<file path="src/nls_pkg.sv">
package nls_pkg;
  // printed offset 0x52 is not a word multiple: offsets kept as indices, byte address = 4 * index
  localparam logic [7:0] LINK_STATUS_IDX = 8'h52;
  localparam logic [7:0] SLOT_CAP_IDX = 8'h54;
  localparam logic [7:0] IRQ_STATUS_IDX = 8'h60;
  localparam logic [7:0] IRQ_MASK_IDX = 8'h61;
  localparam logic [7:0] STRAP_CTRL_IDX = 8'h62;
  localparam logic [11:0] LINK_STATUS_ADDR = {2'h0, LINK_STATUS_IDX, 2'h0};
  localparam logic [11:0] SLOT_CAP_ADDR = {2'h0, SLOT_CAP_IDX, 2'h0};
  localparam logic [11:0] IRQ_STATUS_ADDR = {2'h0, IRQ_STATUS_IDX, 2'h0};
  localparam logic [11:0] IRQ_MASK_ADDR = {2'h0, IRQ_MASK_IDX, 2'h0};
  localparam logic [11:0] STRAP_CTRL_ADDR = {2'h0, STRAP_CTRL_IDX, 2'h0};
  localparam logic [3:0] LINK_RATE_CODE = 4'h1;
  localparam int RATE_LSB = 0;
  localparam int LANE_LSB = 4;
  localparam int FAULT_BIT = 10;
  localparam int TRAIN_BIT = 11;
  localparam int REFCLK_BIT = 12;
  localparam int BAY_LSB = 19;
  localparam logic [12:0] BAY_RESET = 13'h0000;
  localparam logic [2:0] IRQ_RESET = 3'h0;
  localparam int IRQ_FAULT = 0;
  localparam int IRQ_TRAIN_DONE = 1;
  localparam int IRQ_TRAIN_START = 2;
  localparam int LOCK_BIT = 0;
  localparam int LOCK_DONE_BIT = 1;
  localparam int SYNC_DEPTH = 3;
  // edges until the strap synchroniser has settled
  localparam logic [2:0] STRAP_SETTLE = 3'h4;

  typedef struct packed {
    logic [5:0] negotiated_lane_count;
    logic train_fault_flag;
    logic train_active_flag;
  } nls_link_s;

  typedef struct packed {
    logic valid;
    logic value;
  } nls_eeprom_s;
endpackage

</file>
<file path="src/nls_regs.sv">
//
// Contract
// - Link status bits 3:0 always read 0x1, the fixed 2.5 Gbps rate.
// - Link status bits 9:4 show the negotiated lane count given by hardware.
// - Link status bit 10 is read-only, high while a training error is reported, zero from reset.
// - Link status bit 11 is read-only, high while training runs, zero from reset.
// - Link status bit 12 set means the port shares the platform reference clock.
// - Bit 12 takes its initial value from the downstream common-clock strap.
// - A value loaded from serial EEPROM may replace the strap-derived bit 12.
// - Slot capability bits 0 to 6 read zero: no hot-plug features.
// - Slot power limit value 14:7 and scale 16:15 read zero.
// - Slot capability bits 17 and 18 read zero.
// - Slot capability bits 31:19 hold a 13-bit slot number, writable while unlocked, reset zero.
// - The slot number is read-only and reads zero while the slot-implemented bit is clear.
//
// The APB register port was decided locally.
`timescale 1ns/10ps
module nls_regs
  import nls_pkg::*;
(
  input wire logic clk_sys,
  input wire logic arst_n,
  input wire logic psel,
  input wire logic penable,
  input wire logic pwrite,
  input wire logic [11:0] paddr,
  input wire logic [31:0] pwdata,
  input wire logic [3:0] pstrb,
  output logic pready,
  output logic [31:0] prdata,
  output logic pslverr,
  input wire logic downstream_common_refclk_strap,
  input wire nls_eeprom_s eeprom_refclk,
  input wire nls_link_s link_state,
  input wire logic slot_implemented,
  output logic irq
);
  logic strap_level;
  logic refclk;
  logic strap_taken;
  logic [2:0] settle;
  logic [2:0] next_settle;
  logic [12:0] physical_bay_index;
  logic lockable_write;
  logic [2:0] irq_status;
  logic [2:0] irq_mask;
  logic train_prev;
  logic fault_prev;
  logic next_refclk;
  logic next_strap_taken;
  logic [12:0] next_bay;
  logic next_lock;
  logic [2:0] next_irq_status;
  logic [2:0] next_irq_mask;
  logic [31:0] next_prdata;
  logic next_pready;
  logic next_pslverr;
  logic next_irq;
  logic [2:0] events;
  logic wr_en;
  logic rd_en;

  nls_sync u_strap_sync (
    .clk_sys(clk_sys),
    .arst_n(arst_n),
    .pin(downstream_common_refclk_strap),
    .level(strap_level)
  );

  function automatic logic [31:0] link_word(input nls_link_s ls, input logic rc);
    logic [31:0] w;
    w = 32'h0000_0000;
    w[RATE_LSB +: 4] = LINK_RATE_CODE;
    w[LANE_LSB +: 6] = ls.negotiated_lane_count;
    w[FAULT_BIT] = ls.train_fault_flag;
    w[TRAIN_BIT] = ls.train_active_flag;
    w[REFCLK_BIT] = rc;
    return w;
  endfunction

  function automatic logic [31:0] slot_word(input logic [12:0] bay, input logic impl);
    logic [31:0] w;
    w = 32'h0000_0000;
    w[BAY_LSB +: 13] = impl ? bay : 13'h0000;
    return w;
  endfunction

  // write lands at the edge that completes the transfer
  assign wr_en = psel && penable && pwrite && pready;
  assign rd_en = psel && !penable;
  assign events = {link_state.train_active_flag && !train_prev,
                   !link_state.train_active_flag && train_prev,
                   link_state.train_fault_flag && !fault_prev};

  always_comb begin
    next_refclk = refclk;
    next_settle = settle;
    // strap taken only once the synchroniser has filled
    next_strap_taken = strap_taken || (settle == STRAP_SETTLE);
    next_bay = physical_bay_index;
    next_lock = lockable_write;
    next_irq_mask = irq_mask;
    // set wins over write-one-to-clear
    next_irq_status = irq_status;
    if (!strap_taken) begin
      next_refclk = strap_level;
      next_settle = 3'(settle + 3'h1);
    end
    if (eeprom_refclk.valid) begin
      next_refclk = eeprom_refclk.value;
    end
    if (wr_en) begin
      case (paddr)
        LINK_STATUS_ADDR: begin
          if (!lockable_write && pstrb[1]) begin
            next_refclk = pwdata[REFCLK_BIT];
          end
        end
        SLOT_CAP_ADDR: begin
          if (!lockable_write && slot_implemented && (&pstrb[3:2])) begin
            next_bay = pwdata[BAY_LSB +: 13];
          end
        end
        IRQ_STATUS_ADDR: begin
          if (pstrb[0]) begin
            next_irq_status = irq_status & ~pwdata[2:0];
          end
        end
        IRQ_MASK_ADDR: begin
          if (pstrb[0]) begin
            next_irq_mask = pwdata[2:0];
          end
        end
        STRAP_CTRL_ADDR: begin
          // lock is sticky until reset
          if (pstrb[0] && pwdata[LOCK_BIT]) begin
            next_lock = 1'b1;
          end
        end
        default: begin
          next_lock = lockable_write;
        end
      endcase
    end
    next_irq_status = next_irq_status | events;
    next_irq = |(next_irq_status & next_irq_mask);
  end

  // one wait state: setup, access, ready
  always_comb begin
    next_pready = psel && penable && !pready;
    next_pslverr = 1'b0;
    next_prdata = prdata;
    if (rd_en) begin
      case (paddr)
        LINK_STATUS_ADDR: next_prdata = link_word(link_state, refclk);
        SLOT_CAP_ADDR: next_prdata = slot_word(physical_bay_index, slot_implemented);
        IRQ_STATUS_ADDR: next_prdata = {29'h0, irq_status};
        IRQ_MASK_ADDR: next_prdata = {29'h0, irq_mask};
        STRAP_CTRL_ADDR: next_prdata = {30'h0, strap_taken, lockable_write};
        default: next_prdata = 32'h0000_0000;
      endcase
    end
    if (psel && penable && !pready) begin
      case (paddr)
        LINK_STATUS_ADDR, SLOT_CAP_ADDR, IRQ_STATUS_ADDR, IRQ_MASK_ADDR, STRAP_CTRL_ADDR: next_pslverr = 1'b0;
        default: next_pslverr = 1'b1;
      endcase
    end
  end

  always_ff @(posedge clk_sys or negedge arst_n) begin
    if (!arst_n) begin
      refclk <= 1'b0;
      strap_taken <= 1'b0;
      settle <= 3'h0;
      physical_bay_index <= BAY_RESET;
      lockable_write <= 1'b0;
      irq_status <= IRQ_RESET;
      irq_mask <= IRQ_RESET;
      train_prev <= 1'b0;
      fault_prev <= 1'b0;
      prdata <= 32'h0000_0000;
      pready <= 1'b0;
      pslverr <= 1'b0;
      irq <= 1'b0;
    end else begin
      refclk <= next_refclk;
      strap_taken <= next_strap_taken;
      settle <= next_settle;
      physical_bay_index <= next_bay;
      lockable_write <= next_lock;
      irq_status <= next_irq_status;
      irq_mask <= next_irq_mask;
      train_prev <= link_state.train_active_flag;
      fault_prev <= link_state.train_fault_flag;
      prdata <= next_prdata;
      pready <= next_pready;
      pslverr <= next_pslverr;
      irq <= next_irq;
    end
  end

  rate_fixed_a: assert property (@(posedge clk_sys) disable iff (!arst_n)
    (pready && !pwrite && paddr == LINK_STATUS_ADDR) |-> prdata[3:0] == 4'h1)
    else $error("link rate code not 0x1");
  lane_count_a: assert property (@(posedge clk_sys) disable iff (!arst_n)
    (rd_en && paddr == LINK_STATUS_ADDR) |=> prdata[9:4] == $past(link_state.negotiated_lane_count))
    else $error("lane count mismatch");
  fault_bit_a: assert property (@(posedge clk_sys) disable iff (!arst_n)
    (rd_en && paddr == LINK_STATUS_ADDR) |=> prdata[10] == $past(link_state.train_fault_flag))
    else $error("training fault bit mismatch");
  train_bit_a: assert property (@(posedge clk_sys) disable iff (!arst_n)
    (rd_en && paddr == LINK_STATUS_ADDR) |=> prdata[11] == $past(link_state.train_active_flag))
    else $error("training active bit mismatch");
  refclk_locked_a: assert property (@(posedge clk_sys) disable iff (!arst_n)
    (strap_taken && lockable_write && !eeprom_refclk.valid) |=> $stable(refclk))
    else $error("refclk bit changed while locked");
  strap_seed_a: assert property (@(posedge clk_sys) disable iff (!arst_n)
    (!strap_taken && !eeprom_refclk.valid && !wr_en) |=> refclk == $past(strap_level))
    else $error("refclk bit not taken from strap");
  eeprom_load_a: assert property (@(posedge clk_sys) disable iff (!arst_n)
    (eeprom_refclk.valid && !wr_en) |=> refclk == $past(eeprom_refclk.value))
    else $error("eeprom value not loaded");
  slot_fixed_a: assert property (@(posedge clk_sys) disable iff (!arst_n)
    (pready && paddr == SLOT_CAP_ADDR) |-> prdata[18:0] == 19'h00000)
    else $error("slot capability low bits not zero");
  power_cap_zero_a: assert property (@(posedge clk_sys) disable iff (!arst_n)
    (pready && paddr == SLOT_CAP_ADDR) |-> prdata[16:7] == 10'h000)
    else $error("slot power limit not zero");
  interlock_zero_a: assert property (@(posedge clk_sys) disable iff (!arst_n)
    (pready && paddr == SLOT_CAP_ADDR) |-> prdata[18:17] == 2'h0)
    else $error("slot bits 18:17 not zero");
  bay_locked_a: assert property (@(posedge clk_sys) disable iff (!arst_n)
    lockable_write |=> $stable(physical_bay_index))
    else $error("slot number changed while locked");
  bay_write_only_a: assert property (@(posedge clk_sys) disable iff (!arst_n)
    !(wr_en && paddr == SLOT_CAP_ADDR) |=> $stable(physical_bay_index))
    else $error("slot number changed without a write");
  no_slot_a: assert property (@(posedge clk_sys) disable iff (!arst_n)
    (rd_en && paddr == SLOT_CAP_ADDR && !slot_implemented) |=> prdata[31:19] == 13'h0000)
    else $error("slot number not zero without slot");
  reserved_zero_a: assert property (@(posedge clk_sys) disable iff (!arst_n)
    (pready && paddr == LINK_STATUS_ADDR) |-> prdata[31:13] == 19'h00000)
    else $error("reserved link status bits not zero");
  lock_sticky_a: assert property (@(posedge clk_sys) disable iff (!arst_n)
    lockable_write |=> lockable_write)
    else $error("lock cleared before reset");
  ready_pulse_a: assert property (@(posedge clk_sys) disable iff (!arst_n)
    pready |=> !pready)
    else $error("ready longer than one cycle");
  slverr_ready_a: assert property (@(posedge clk_sys) disable iff (!arst_n)
    pslverr |-> pready)
    else $error("error response without ready");
  err_data_zero_a: assert property (@(posedge clk_sys) disable iff (!arst_n)
    (pready && pslverr) |-> prdata == 32'h0000_0000)
    else $error("error response with nonzero data");
  // an event must survive a same-cycle clear
  train_start_a: assert property (@(posedge clk_sys) disable iff (!arst_n)
    (link_state.train_active_flag && !train_prev) |=> irq_status[IRQ_TRAIN_START])
    else $error("training start event lost");
  train_done_a: assert property (@(posedge clk_sys) disable iff (!arst_n)
    (!link_state.train_active_flag && train_prev) |=> irq_status[IRQ_TRAIN_DONE])
    else $error("training end event lost");
  fault_event_a: assert property (@(posedge clk_sys) disable iff (!arst_n)
    (link_state.train_fault_flag && !fault_prev) |=> irq_status[IRQ_FAULT])
    else $error("training fault event lost");

  read_link_c: cover property (@(posedge clk_sys) disable iff (!arst_n)
    pready && !pwrite && paddr == LINK_STATUS_ADDR);
  read_train_c: cover property (@(posedge clk_sys) disable iff (!arst_n)
    pready && paddr == LINK_STATUS_ADDR && prdata[TRAIN_BIT]);
  write_bay_c: cover property (@(posedge clk_sys) disable iff (!arst_n)
    wr_en && paddr == SLOT_CAP_ADDR && !lockable_write);
  lock_set_c: cover property (@(posedge clk_sys) disable iff (!arst_n) $rose(lockable_write));
  irq_fire_c: cover property (@(posedge clk_sys) disable iff (!arst_n) $rose(irq));
endmodule

</file>
<file path="src/nls_sync.sv">
`timescale 1ns/10ps
module nls_sync
  import nls_pkg::*;
(
  input wire logic clk_sys,
  input wire logic arst_n,
  input wire logic pin,
  output logic level
);
  logic [SYNC_DEPTH-1:0] stage;
  logic next_level;

  // a change counts once stages two and three agree
  always_comb begin
    next_level = level;
    if (stage[1] == stage[2]) begin
      next_level = stage[2];
    end
  end

  always_ff @(posedge clk_sys or negedge arst_n) begin
    if (!arst_n) begin
      stage <= '0;
      level <= 1'b0;
    end else begin
      stage <= {stage[SYNC_DEPTH-2:0], pin};
      level <= next_level;
    end
  end
endmodule

</file>
<file path="config.mk">
export PLATFORM = sky130hd
export DESIGN_NAME = nls_regs
export DESIGN_NICKNAME = d
export VERILOG_FILES = /design/src/nls_pkg.sv /design/src/nls_regs.sv /design/src/nls_sync.sv
export SDC_FILE = /design/constraint.sdc
export NUM_CORES = 1
export LEC_CHECK = 0
export ABC_AREA = 1
export BUFFER_PORTS_ARGS = -buffer_cell sky130_fd_sc_hd__buf_2
export CORE_UTILIZATION = 40
export DETAILED_ROUTE_END_ITERATION = 6
export PLACE_DENSITY = 0.69
export RECOVER_POWER = 25
export SLEW_MARGIN = 15
export SYNTH_ARGS = -nofsm -noshare
export SYNTH_HDL_FRONTEND = slang
export SYNTH_SLANG_ARGS = --single-unit
</file>
<file path="constraint.sdc">
create_clock -name clk_sys -period 2.25 [get_ports clk_sys]
set_input_delay 0.1125 -clock clk_sys [delete_from_list [all_inputs] [get_ports clk_sys]]
set_output_delay 0.1125 -clock clk_sys [all_outputs]
set_load 0.01 [all_outputs]
</file>
After elaboration in Yosys (flattened, before gate mapping):

Cells that the tools add are included.

* add/sub/neg operators: 1
* equal/unequal tests: 7
* multiplexer cells: 15
* bitwise operators: 4
* reduce and logical (&&, ||, !) cells: 24

Operators by type and width (count)
* 32-bit case mux with 5 select lines: 1
* 12-bit by 9-bit equality test with 1-bit output, second input constant: 5
* 3-bit 2-to-1 mux: 6
* 13-bit 2-to-1 mux: 1
* 1-bit logical AND: 12
* 1-bit 2-to-1 mux: 7
* 3-bit AND: 2
* 1-bit zero test: 6
* 3-bit AND reduction: 2
* 5-bit OR reduction: 1
* 3-bit by 1-bit adder with 3-bit output, second input constant: 1
* 3-bit equality test, second input constant: 1
* 3-bit NOT: 1
* 3-bit bitwise OR: 1
* 3-bit OR reduction: 1
* 2-bit AND reduction: 1
* 1-bit equality test: 1
* 1-bit logical OR: 1

* register bits: 66
* output and inout bits: 35
* logic and storage cells: 66

Logic depth before layout (Yosys ltp):

* depth after elaboration: 8
* depth in mapped cells: 10

Hierarchy:

Synthesis repeated with hierarchy kept, for this count alone.

* cell total of the unflattened synthesis: 330
* area, all modules: 2847.7 µm²

Modules (own cells, without submodules)
* nls_regs: instances 1, cells an instance 322, area an instance 2731.4 µm²
* nls_sync: instances 1, cells an instance 8, area an instance 116.4 µm²

Worst setup path before layout:

Ideal clock, no wire load.

* path type: register to register
* from: register pready
* to: register physical_bay_index[1]
* library setup time: 117 ps
* arrival: 1183 ps
* data required time: 2133 ps
* slack: 950 ps
* stages on the path, launching flop included: 9
* path buffers: 1
* clock period less this slack: 1300 ps
* cell sequence: dfrtp_1 nand2_1 inv_1 nand2_1 nor2_1 nand3_4 buf_6 nand2_2 o21ai_2

* cells in the longest elaborated chain, start to end: 2

Ends and longest elaborated chain
* from (decl): RTL line nls_regs.sv:29 `output logic pready,`
* from (signal assigned): RTL line nls_regs.sv:198 `pready <= next_pready;`
* 1-bit logical AND: RTL line nls_regs.sv:89 `assign wr_en = psel && penable && pwrite && pready;`
* 3-bit AND reduction (no source line)
* to (signal assigned): RTL line nls_regs.sv:191 `physical_bay_index <= next_bay;`
* to (decl): RTL line nls_regs.sv:43 `logic [12:0] physical_bay_index;`

No other way between the ends.
A chain may end at the register's enable or synchronous reset.

Final worst setup path:

* from: register pready
* to: register physical_bay_index[8]

Same word-level chain as after synthesis.

==> flow_summary.toml <==
[setup_path]
cp_cell_sequence = "nand2_1 > inv_1 > nand2_1 > nor2_1 > nand3_4 > nand2_1 > o21ai_2"
crit_arrival_ns = 1.82
crit_buf_inv = 1
end_kind = "register"
crit_fanout = 26
max_stage_delay_ns = 0.36
cpMostUsedCell = "nand2_1"
path_delay_family = "simple AND/OR/NAND/NOR gates"
crit_path_start_kind = "register"
critPathKind = "reg -> reg"
critPathSlowestCell = "dfrtp_1"
critPathRequiredTime_ns = 2.46

[cells_and_area]
syn_to_final_growth_pct = 23.33
fillers = 690
drive_above_1_share = 0.2458
stdcell_area_mm2 = 0.003498
layout_commonest_cell = "nand2_1"
final_core_utilization = 0.5121
nets = 482
diodes = 0
final_cell_mix = "nand2_1, dfrtp_1, buf_2, inv_1, clkbuf_1"

[global_routing]
grt_use_total = 0.1687
grt_pass1_vias = 2014
grt_busiest_layer = "met2"
antenna_found_initial = 0
grt_util_met2 = 0.2662
use_met3 = 0.06000
grt_max_degree = 60
overflow = 0
grt_pass1_wl_um = 9501
grt_use_met1 = 0.2174

[clocking]
cts-buffers-inserted = 9
cts_resized = 0
postCtsSetupBuffers = 0
clockBufferDepth = 2
cts_sinks = 59
clk_pin_slew_ns = 0.07
root_buffer = "clkbuf_8"
cts_tree = "done"
cts_max_level = 3
clk_latency_ns = 0.34

[timing]
hold_viol = 0
fin_ws_ns = 0.6402
holdWs_ns = 0.01336
finalCritPeriodShare = 0.7155
fin_crit_ns = 1.610
slew_headroom = 0.2318
tightest_slew_ns = 1.151
rsz0062_at_grt = "false"
drv_slew = 0
fin_tns_setup_ns = 0
fmax_ghz = 0.6212
clock_skew_ns = 0.01070
setup-violations-final = 0

[detailed_routing]
routed_wl_um = 6020
first_pass_iters = 4
drc = 0
wl_per_cell_um = 11.69
drtIter0Drc = 135
antenna_left = 0
via_count = 2321
drt-vias-per-instance = 4.507

[die]
die_area_mm2 = 0.007432
io_pins = 100
start_util = 0.4152
chipWidth_um = 86.21
placementRows = 30
die_y_um = 86.21
core_area_mm2 = 0.006832

[run]
cap_violations = 0

[yosys]
synth_xor_area_frac = 0.006176
synth_compound_area_frac = 0.09043
synth-simple-area-share = 0.2708
synth-seq-cells = 59
synth_top_family_by_area = "simple AND/OR/NAND/NOR gates"
synth_area_mm2 = 0.002836
synth_fa_ha_area_frac = 0.01235
synth_cell_types = 32
synthMuxAreaShare = 0
avgSynthCellArea_um2 = 8.621
yosysWarnings = 0
synth_cells = 329
seq_area_frac_synth = 0.5205

[placement]
place_ws_ns = 0.6365
dp.final_hpwl_um = 4178
place_congestion = 0.8463
port_buffers = 77
placed_cell_area_mm2 = 0.003258

[hold_path]
min_path_type = "in -> reg"

[pwr]
p_per_area_mw_per_mm2 = 624.8
ir_drop_mv = 0.3857
p_leak_nw = 1.764

[outcome]
status = "complete, no violations"
-- registers in the layout (all words and copies together), names as in the netlist --
signal and flops:
lockable_write 1, irq_status 3, fault_prev 1, settle 3, strap_taken 1, irq_mask 3, prdata 25, train_prev 1
irq 1, refclk 1, pready 1, u_strap_sync.level 1, physical_bay_index 13, u_strap_sync.stage 3, pslverr 1
-- cell families (layout without fill, tap and decap cells) --
| group | after synthesis | in the layout |
|---|---|---|
| compound gates | 40 | 40 |
| buf+inv | 60 | 144 |
| flops | 59 | 59 |
| fa+ha+maj | 3 | 3 |
| other cells | 1 | 7 |
| simple gates | 164 | 164 |
| xor+xnor | 2 | 2 |
-- final timing paths --
kind                                                 start                                 to  slack, ns  cells after the start
setup reg to reg                          pready$_DFF_PN0_  physical_bay_index[8]$_DFFE_PN0P_       0.64                      7
min in group asynchronous                           arst_n              prdata[8]$_DFFE_PN0P_       0.46                      3
hold / removal                                  pwdata[23]  physical_bay_index[4]$_DFFE_PN0P_       0.01                      3
setup / recovery                          pready$_DFF_PN0_  physical_bay_index[8]$_DFFE_PN0P_       0.64                      7
hold reg to reg            u_strap_sync.stage[0]$_DFF_PN0_    u_strap_sync.stage[1]$_DFF_PN0_       0.35                      0
max in group asynchronous                           arst_n             prdata[24]$_DFFE_PN0P_       1.28                      3
-- layer usage --
metal,vias to the layer above,wire length (um)
met4,0,76
met5,-,0
met1,1051,2732
met2,60,2900
met3,9,311
li1,1201,-
-- worst min-delay path: stages --
cell and delay, ns:
buf_2 0.09, inv_1 0.05, o21ai_2 0.05
-- synthesized netlist by cell type --
library cell	number	share of area
nor2_4	3	0.012
nand3_1	14	0.025
and2_4	1	0.0031
ha_1	2	0.0088
o31ai_1	3	0.0079
nor3_1	1	0.0018
conb_1	1	0.0013
nand2_1	95	0.13
dfrtp_1	59	0.52
nor2_1	18	0.024
and2_1	1	0.0022
o21ai_2	13	0.040
inv_1	35	0.046
xnor2_1	1	0.0031
maj3_1	1	0.0035
or2_2	2	0.0044
clkbuf_1	5	0.0066
a21oi_1	1	0.0018
nor2_8	1	0.0071
xor2_1	1	0.0031
nor3b_1	1	0.0026
nand2_2	8	0.018
buf_4	8	0.021
buf_1	1	0.0013
nand4_1	16	0.035
o21ai_0	3	0.0053
nor2_2	2	0.0044
inv_2	7	0.0093
buf_6	3	0.012
buf_2	1	0.0018
o21ai_1	20	0.035
nand3_4	1	0.0062
-- final cells by class --
class                   count  area, um^2  area share
well taps                  96       120.1     0.03433
flip-flops and latches     59        1476      0.4220
clock buffers              13       158.9     0.04542
repair buffers             87       449.2      0.1284
multi-input cells         216        1101      0.3147
clock inverters             2       35.03     0.01001
inverters                  42       157.7     0.04506
-- per-stage QoR --
stage | power [mW] | instances
global placement | 1.240 | 492
global route | 2.283 | 515
finish | 2.186 | 515
detailed placement | 1.244 | 492
floorplan | 1.169 | 335
CTS | 2.218 | 512
-- power breakdown --
part / internal [mW] / switching (mW) / leakage (nW) / total [mW]
clock: 0.565 / 0.390 / 0.0995 / 0.955
sequential: 1.07 / 0.00378 / 0.771 / 1.07
combinational: 0.0588 / 0.0972 / 0.893 / 0.156
total: 1.69 / 0.491 / 1.76 / 2.19
-- what timing repair did --
item / CTS / global route
hold endpoints to repair: 63 / 3
endpoints found under the setup margin: 0 / 0
hold buffers: 5 / 3
No activity file was read; power rests on OpenSTA's default activity.
